===== config.mk =====
export PLATFORM = sky130hd
export DESIGN_NAME = pmbus_ident_and_store_lock
export DESIGN_NICKNAME = d
export VERILOG_FILES = /design/src/hw/pmbus_ident_pkg.sv /design/src/hw/ident_byte_sel.sv /design/src/hw/pmbus_ident_and_store_lock.sv
export VERILOG_INCLUDE_DIRS = /design/src /design/src/hw
export SDC_FILE = /design/constraint.sdc
export NUM_CORES = 1
export LEC_CHECK = 0
export BUFFER_PORTS_ARGS = -buffer_cell sky130_fd_sc_hd__buf_2
export CAP_MARGIN = 0
export CORE_MARGIN = 2
export CORE_UTILIZATION = 27
export CTS_CLUSTER_SIZE = 24
export DETAILED_ROUTE_END_ITERATION = 8
export PLACE_DENSITY = 0.53
export SYNTH_ARGS = -nofsm -noshare
export SYNTH_HDL_FRONTEND = slang
export SYNTH_HIERARCHICAL = 1
export SYNTH_SLANG_ARGS = --single-unit

===== constraint.sdc =====
create_clock -name clk -period 5 [get_ports clk]
set_input_delay 0.25 -clock clk [delete_from_list [all_inputs] [get_ports clk]]
set_output_delay 0.25 -clock clk [all_outputs]
set_load 0.01 [all_outputs]

===== src/hw/pmbus_ident_consts.svh =====
// Constants for the identity commands and store-lock logic
`ifndef PMBUS_IDENT_CONSTS_SVH
`define PMBUS_IDENT_CONSTS_SVH

// Command codes handled here
`define CMD_IDENT_WORD    8'hFC
`define CMD_IDENT_STRING  8'hFD

// Payload lengths in bytes
`define IDENT_WORD_BYTES    3'h2
`define IDENT_STRING_BYTES  3'h6

// Byte returned past the end of a payload
`define IDENT_PAD_BYTE      8'hFF

// Reset values of the held state
`define STORE_LOCK_RESET    1'b0
`define BYTE_RESET          8'h00
`define IDX_RESET           3'h0

`endif


===== src/hw/pmbus_ident_pkg.sv =====
// Types shared by the identity command block
package pmbus_ident_pkg;

  // Transaction phase of the command slot
  typedef enum logic [1:0] {
    MODE_IDLE,
    MODE_READ,
    MODE_WRITE
  } mode_e;

  // Whole state of the top module
  typedef struct packed {
    mode_e       mode;       // Current transaction phase
    logic        is_string;  // Selected command is the six-byte one
    logic [2:0]  idx;        // Next byte position on read
    logic [7:0]  rd_byte;    // Last byte handed out
    logic        rd_valid;   // One-cycle pulse with rd_byte
    logic        cmd_ack;    // One-cycle pulse, command accepted
    logic        store_lock; // Store-lock bit
    logic        loaded;     // Power-on load of the lock done
    logic        writable;   // Save-all-settings command writable
    logic        cml_fault;  // Communication fault flag
  } state_s;

endpackage


===== src/hw/ident_byte_sel.sv =====
// Byte selector for the hard-wired identity values
`timescale 1ns/1ns
`default_nettype none
`include "pmbus_ident_consts.svh"

module ident_byte_sel #(
  parameter logic [15:0] WORD_VAL = 16'hA55A,          // Arbitrary value
  parameter logic [47:0] STR_VAL  = 48'h0123456789AB   // Arbitrary value
) (
  input  wire logic       is_string,
  input  wire logic [2:0] idx,
  output logic      [7:0] byte_out
);

  // Pick a byte; the string leads with its count as a block read does
  always_comb begin
    byte_out = `IDENT_PAD_BYTE;
    if (is_string) begin
      if (idx == 3'h0) begin
        // Block read count byte
        byte_out = {5'h00, `IDENT_STRING_BYTES};
      end else if (idx <= `IDENT_STRING_BYTES) begin
        // Least significant byte first
        byte_out = STR_VAL[(idx - 3'h1) * 8 +: 8];
      end
    end else if (idx < `IDENT_WORD_BYTES) begin
      // Word goes low byte first
      byte_out = WORD_VAL[idx * 8 +: 8];
    end
  end

endmodule
`default_nettype wire


===== src/hw/pmbus_ident_and_store_lock.sv =====
// Identity commands and store-lock gate of the command engine
// How it works
// Lock clear: save command writable unless blocked
// Lock set: save command read-only from one cycle after the lock sets
// Word identity answered on read word
// Word write accepted, data dropped
// Writes never change identity readback
// Identity writes never raise comm fault
// Six-byte identity answered on block read
// Block write accepted, bytes dropped
// Identity not phased, stored or restored
// Identity values are hard-wired constants
`timescale 1ns/1ns
`default_nettype none
`include "pmbus_ident_consts.svh"

module pmbus_ident_and_store_lock
  import pmbus_ident_pkg::*;
#(
  parameter logic [15:0] IDENT_WORD   = 16'hA55A,        // Arbitrary value
  parameter logic [47:0] IDENT_STRING = 48'h0123456789AB // Arbitrary value
) (
  input  wire logic       clk,
  input  wire logic       rst_n,
  input  wire logic       txn_start,
  input  wire logic [7:0] txn_cmd,
  input  wire logic       txn_write,
  input  wire logic       txn_end,
  input  wire logic       wr_byte_valid,
  input  wire logic [7:0] wr_byte,
  input  wire logic       rd_byte_req,
  input  wire logic       lock_wr_valid,
  input  wire logic       lock_wr_data,
  input  wire logic       restore,
  input  wire logic       nvm_store_lock,
  input  wire logic       wp_blocks_store,
  input  wire logic       key_blocks_store,
  output logic            cmd_ack,
  output logic      [7:0] rd_byte,
  output logic            rd_valid,
  output logic            store_lock_bit,
  output logic            store_cmd_writable,
  output logic            cml_fault
);

  import pmbus_ident_pkg::*;

  state_s      st;       // Registered state
  state_s      next_st;  // Next state
  logic [7:0]  sel_byte; // Byte at the current read position
  logic        our_cmd;  // Start names one of our commands
  logic        pick_str; // Start names the six-byte command

  // Constant lookup, no storage behind it
  ident_byte_sel #(
    .WORD_VAL (IDENT_WORD),
    .STR_VAL  (IDENT_STRING)
  ) u_sel (
    .is_string (st.is_string),
    .idx       (st.idx),
    .byte_out  (sel_byte)
  );

  // Command decode at the start of a transaction
  always_comb begin
    pick_str = (txn_cmd == `CMD_IDENT_STRING);
    our_cmd  = pick_str || (txn_cmd == `CMD_IDENT_WORD);
  end

  // Next-state logic
  always_comb begin
    next_st          = st;
    next_st.rd_valid = 1'b0;
    next_st.cmd_ack  = 1'b0;
    // Written bytes are never used, so no fault can arise from them
    next_st.cml_fault = 1'b0;
    unique case (st.mode)
      MODE_IDLE: begin
        if (txn_start && our_cmd) begin
          next_st.is_string = pick_str;
          next_st.idx       = `IDX_RESET;
          // Writes get the same acceptance as reads
          next_st.cmd_ack   = 1'b1;
          next_st.mode      = txn_write ? MODE_WRITE : MODE_READ;
        end
      end
      MODE_READ: begin
        if (txn_end) begin
          next_st.mode = MODE_IDLE;
        end else if (rd_byte_req) begin
          // Hand out the constant byte and step on
          next_st.rd_byte  = sel_byte;
          next_st.rd_valid = 1'b1;
          if (st.idx != 3'h7) begin
            next_st.idx = st.idx + 3'h1;
          end
        end
      end
      MODE_WRITE: begin
        // Data bytes are swallowed; nothing stores them
        if (txn_end) begin
          next_st.mode = MODE_IDLE;
        end
      end
    endcase
    // Lock follows host writes, restore reloads from storage
    if (!st.loaded) begin
      next_st.store_lock = nvm_store_lock;
      next_st.loaded     = 1'b1;
    end else if (restore) begin
      next_st.store_lock = nvm_store_lock;
    end else if (lock_wr_valid) begin
      next_st.store_lock = lock_wr_data;
    end
    // Gate lags the lock by one cycle since it is registered; it stays shut
    // until the stored lock has loaded, so a set lock loaded at power-on never leaks a writable cycle
    next_st.writable = st.loaded && !st.store_lock && !wp_blocks_store
                       && !key_blocks_store;
  end

  // State register; of the identity values only the byte last read out enters it, in rd_byte
  always_ff @(posedge clk or negedge rst_n) begin
    if (!rst_n) begin
      st.mode       <= MODE_IDLE;
      st.is_string  <= 1'b0;
      st.idx        <= `IDX_RESET;
      st.rd_byte    <= `BYTE_RESET;
      st.rd_valid   <= 1'b0;
      st.cmd_ack    <= 1'b0;
      st.store_lock <= `STORE_LOCK_RESET;
      st.loaded     <= 1'b0;
      st.writable   <= 1'b0;
      st.cml_fault  <= 1'b0;
    end else begin
      st <= next_st;
    end
  end

  // Outputs straight from flops
  always_comb begin
    cmd_ack            = st.cmd_ack;
    rd_byte            = st.rd_byte;
    rd_valid           = st.rd_valid;
    store_lock_bit     = st.store_lock;
    store_cmd_writable = st.writable;
    cml_fault          = st.cml_fault;
  end

  // Unused write data is deliberately dropped
  logic wr_unused; // Keeps the sink visible
  always_comb begin
    wr_unused = wr_byte_valid ^ (^wr_byte);
  end
endmodule
`default_nettype wire


# ---- Word-level counts from Yosys, hierarchy flattened
# Cells that the tools add are included.
dict set report classes {
  n_bitwise 1
  add_sub_neg 2
  magnitude_cmp 2
  reduce_logical 16
  shifts 2
  n_eq_ne 11
  muxes 18
}
# op count
set ops {}
lappend ops {{$shiftx 48x33->8 const A} 1}
lappend ops {{$mux 8} 4}
lappend ops {{$mux 12} 2}
lappend ops {{$eq 8x8->1 const B} 2}
lappend ops {{$shiftx 16x7->8 const A} 1}
lappend ops {{$ne 2x2->1 const B} 4}
lappend ops {{$mux 1} 6}
lappend ops {{$mux 6} 1}
lappend ops {{$ne 3x3->1 const B} 2}
lappend ops {{$pmux 3 s2} 1}
lappend ops {{$reduce_and 5->1} 1}
lappend ops {{$logic_and 1x1->1} 4}
lappend ops {{$mux 2} 2}
lappend ops {{$pmux 2 s2} 1}
lappend ops {{$reduce_and 2->1} 2}
lappend ops {{$sub 3x1->4 const B} 1}
lappend ops {{$add 3x1->3 const B} 1}
lappend ops {{$le 3x3->1 const B} 1}
lappend ops {{$logic_not 1->1} 3}
lappend ops {{$logic_not 3->1} 1}
lappend ops {{$lt 3x2->1 const B} 1}
lappend ops {{$mux 3} 1}
lappend ops {{$reduce_and 3->1} 1}
lappend ops {{$eq 2x1->1 const B} 1}
lappend ops {{7 further kinds} 7}
dict set report word_totals {
  reg_bits 19
}

# ---- Longest topological paths before layout
dict set report logic_depth {
  word_depth 8
  ltp_mapped 8
  mapped_depth_nobuf 8
}

# ---- Modules after synthesis
# The synthesis kept the hierarchy.
# module instances seq_area_each_um2 cells_each area_per_inst_um2
set modules_own_cells {}
lappend modules_own_cells {pmbus_ident_and_store_lock 1 475.5 91 940.9}
lappend modules_own_cells {ident_byte_sel 1 0.0 49 305.3}

# ---- Worst setup path after synthesis
# OpenSTA, ideal clock, no wires.
dict set report synth_path {
  kind {flip-flop to flip-flop}
  start {register, netlist name st[14]}
  end {register, netlist name rd_byte[5]}
  synth_period_minus_slack_ps 1630
  path_slack_ps 3370
  t_arrival_ps 1513
  path_stages_with_launch 9
  t_required_ps 4884
  path_cell_list {dfrtp_1 > inv_1 > ha_1 > and2_1 > o21a_1 > a21oi_2 > a31oi_2 > nand2_1 > nand2_1}
}
dict set report synth_via {
  elab_chain_cells 5
}
# item line_no
set synth_lines {}
lappend synth_lines {{$sub 3x1->4} ident_byte_sel.sv:24} ;# byte_out = STR_VAL[(idx - 3'h1) * 8 +: 8];
lappend synth_lines {{$shiftx 48x33->8} ident_byte_sel.sv:24}
lappend synth_lines {{$mux 8} ident_byte_sel.sv:22} ;# end else if (idx <= `IDENT_STRING_BYTES) begin
lappend synth_lines {{$mux 8} ident_byte_sel.sv:19} ;# if (idx == 3'h0) begin
lappend synth_lines {{$mux 8 *} ident_byte_sel.sv:18} ;# if (is_string) begin
lappend synth_lines {{via sel_byte[5]} pmbus_ident_and_store_lock.sv:50} ;# logic [7:0] sel_byte;
# The timed path passes the listed nets; every way through them passes the cells marked *.
# A chain may end at the register's enable or synchronous reset.

# ---- Worst setup path after layout
dict set report layout_path {
  start {register, netlist name st[14]}
  end {register, netlist name rd_byte[2]}
}
dict set report layout_via {
  elab_chain_cells 5
}
# item line_no
set layout_lines {}
lappend layout_lines {{$sub 3x1->4} ident_byte_sel.sv:24}
lappend layout_lines {{$shiftx 48x33->8} ident_byte_sel.sv:24}
lappend layout_lines {{$mux 8} ident_byte_sel.sv:22}
lappend layout_lines {{$mux 8} ident_byte_sel.sv:19}
lappend layout_lines {{$mux 8 *} ident_byte_sel.sv:18}
lappend layout_lines {{via sel_byte[2]} pmbus_ident_and_store_lock.sv:50}
# Marks and branches as above.

==> key figures <==
Outcome
  • Status: finished clean

Placement
  • Gpl congestion: between 0.7 and 0.8
  • Cells after DPL: 210
  • Port Buffers: 31
  • Dpl hpwl: 1.76 mm

Floorplan
  • Core region area: 4410 sq um
  • Horiz. Die Dim: 71.9 microns
  • Die Y-Extent: 71.9 microns
  • Starting density of the core: 28.2%
  • Top-level port count: between 40 and 50
  • Placement row count: 24
  • Die area: 5170 sq um

Critical path
  • Crit end category: flop
  • Reg2reg path depth: 8
  • Worst setup startpoint: st[14]
  • Worst R2R Setup Slack: ~3.1 ns
  • Critical path class: reg -> reg
  • Crit path arrival time: 2.00 ns
  • Worst Setup EP: rd_byte[2]
  • Reg2reg end: rd_byte[2]
  • Crit start category: flop
  • Worst r2r src: st[14]
  • CP Max Fanout: 10
  • Worst EP required: about 5.2 ns

Logic synthesis
  • Post-synth EDFFs: 0
  • Largest family of logic cells by synthesized area: simple AND/OR/NAND/NOR gates
  • Syn Nets: ~180
  • Synth cell types: 39
  • Seq/Total Area, Yosys: 38.2%
  • Mapped Avg Cell Area: 8.90 sq um
  • Synth Area in Compound Gates: between 10% and 20%
  • Syn Std Cell Area: 1250 sq um
  • Yosys warnings: 6
  • Synth Flop Type: dfrtp_1
  • Ys async rst share: 100%
  • Synthesized flop and latch total: 19
  • Cells after Synth: 140
  • Adder-cell share of the synthesized area: 8.03%
  • Synth Area in XOR/XNOR: 0%
  • Mux contribution to synthesized area: between 4 and 5%
  • Simple-gate share of the synthesized area: 22.2%

Clock network
  • CTS Buffer Depth: 2
  • CTS Sinks: 19
  • CTS tree: built
  • Resize count post-CTS: 0
  • Root buf cell: clkbuf_8
  • Post-CTS setup buffer count: 0
  • Hold-fix buffers, CTS: 1
  • Clk Latency, worst-skew pair: 0.25 ns
  • CTS Buf Count: 3
  • H-tree Lvls: 1
  • Clock slew at reported path FFs: 0.07 ns

Global routing
  • Gr usage total: around a tenth
  • Vias in the first global route: 925
  • Total grt overflow: 0
  • First-pass GRT wire length: 4.08 mm
  • Initial antenna violation count: 0
  • Largest net degree at the start of global routing: 20

Power and ir drop
  • Switching Share: around 29%
  • P_leak: 0.000764 uW
  • Maximum vdd drop: 80.5 uV
  • Sequential share of power: 49.3%
  • Combinational Power Share: a little under a quarter
  • Clock Power Share: between 20% and 30%
  • Int Pwr: 267 uW
  • Pwr Density: 264 nW/um^2
  • Net Switching: between 100 and 150 uW
  • Power Total: 376 uW

Detailed routing
  • DR WL/cell: 10.5 microns
  • Vias: about 970
  • Routed WL: ~2.3 mm
  • Drt pass-1 iters: 4
  • Routed vias/inst: 4.50
  • Final antenna-violating net count: 0
  • DRC: 0
  • DRT iter0 DRCs: 53

Timing
  • Setup TNS: 0 ns
  • Endpoints failing setup: 0
  • Fmax: 538 MHz
  • RSZ-0062 raised after global routing: false
  • Fin. max-slew vios: 0
  • Final Hold Fails: 0
  • Clock Skew: between 0.0007 and 0.0008 ns
  • Tcrit/Tclk final: 37.2%
  • Time the worst path needs with I/O delays and setup: 1.86 ns

Cells and area
  • Area grow syn2layout: 14.3%
  • Final nets: roughly 200
  • Ant diodes: 0
  • Layout cell share with drive strength beyond 1: 28.8%
  • Non-filler cells in the finished layout: 215

Flow run
  • # Max-Cap Violations: 0

Worst hold path
  • Hold Startpoint: wp_blocks_store
  • Hold WC Path Type: in -> reg
power by group through the flow:
stage | Sequential, uW | Clock, uW | Combinational, uW
floorplan | 184 | 0 | 77.4
global placement | 188 | 0 | 87.0
detailed placement | 188 | 0 | 87.8
CTS | 185 | 110 | 88.5
global route | 188 | 115 | 99.4
finish | 185 | 104 | 87.0
Yosys cell counts, types with 2 or more instances:
cell / number / area, sq um
conb_1: 2 / 7.51
mux2i_1: 3 / 30.0
o21ai_0: 5 / 25.0
buf_4: 11 / 82.6
o21a_1: 2 / 15.0
ha_1: 8 / 100
nand2_1: 32 / 120
o31ai_1: 2 / 15.0
o21ai_1: 2 / 10.0
nand3_1: 2 / 10.0
inv_1: 13 / 48.8
dfrtp_1: 19 / 475
nand2b_1: 4 / 25.0
nor2_1: 4 / 15.0
a21oi_1: 6 / 30.0
a32o_1: 2 / 20.0
per-layer routing:
| metal | wire length [microns] | GRT usage, % | vias up |
|---|---|---|---|
| li1 | - | - | 503 |
| met1 | 1110 | 13.2 | 448 |
| met2 | 1090 | 15.6 | 17 |
| met3 | 65 | 2.92 | 0 |
| met4 | 0 | 3.14 | 0 |
| met5 | 0 | 0 | - |
area by class of cell:
| type | instances | area [sq um] |
|---|---|---|
| fill | 486 | 2990 |
| inverter | 14 | 52.6 |
| tap | 52 | 65.1 |
| timing repair buffer | 32 | 165 |
| clock inverter | 1 | 5.00 |
| clock buffer | 3 | 41.3 |
| multi-input combinational | 94 | 619 |
| sequential | 19 | 475 |
registers in the layout, indices dropped and copies added, names as in the netlist:
register and flops:
cmd_ack 1, rd_valid 1, st 7, store_lock_bit 1, rd_byte 8, store_cmd_writable 1
worst min path at each step:
stage                         end  slack (ns)  cells past startpoint
4_1_cts        store_cmd_writable        0.14                      2
5_1_grt        store_cmd_writable        0.15                      2
6_report       store_cmd_writable        0.15                      2
3_5_place_dp       store_lock_bit        0.22                      1
3_3_place_gp       store_lock_bit        0.21                      1
2_1_floorplan             cmd_ack       -0.05                      0
critical path: stages (launching register included):
cell and delay (ns):
dfrtp_1 0.54, inv_1 0.16, ha_1 0.37, nand2b_1 0.14
nand2_1 0.05, a21oi_1 0.24, a22oi_1 0.11, nand2_1 0.08
nand2_1 0.05
placed cells by master (no fill, tap or decap), drive strengths merged:
master and instances:
and2 1, nor4 2, o31ai 2, o22ai 1, nand2b 4, nand2 33
o21bai 1, a22oi 1, o21ai 8, a32o 2, nand4b 1, clkinv 1
mux2 2, a31oi 2, nor4b 1, nand4 1, ha 8, nor3 1
nand3 2, nand3b 1, a21oi 7, o21a 2, and3 1, dfrtp 19
clkbuf 3, nor2 5, dlygate4sd3 1, conb 2, mux2i 3, inv 14
buf 31
kinds of logic (layout without fill, tap and decap cells):
family                   Yosys count  count (layout)
flip-flops                        19              19
AND/OR/NAND/NOR                   53              53
AO/OA/AOI/OAI                     26              26
adder cells (fa/ha/maj)            8               8
other                              2               2
multiplexers                       5               5
buffers and inverters             27              50
per-stage QoR:
stage / setup slack (ns) / instance area [sq um] / hold slack, ns / util, %
after floorplan: 3.37 / 1250 / -0.0456 / -
after global placement: 3.15 / 1370 / 0.215 / 31.0
after detailed placement: 3.15 / 1370 / 0.217 / 31.0
after CTS: 3.13 / 1420 / 0.142 / 32.3
after global routing: 2.98 / 1420 / 0.146 / 32.3
final: 3.14 / 1420 / 0.150 / 32.3
No activity file was read; power rests on OpenSTA's default activity.
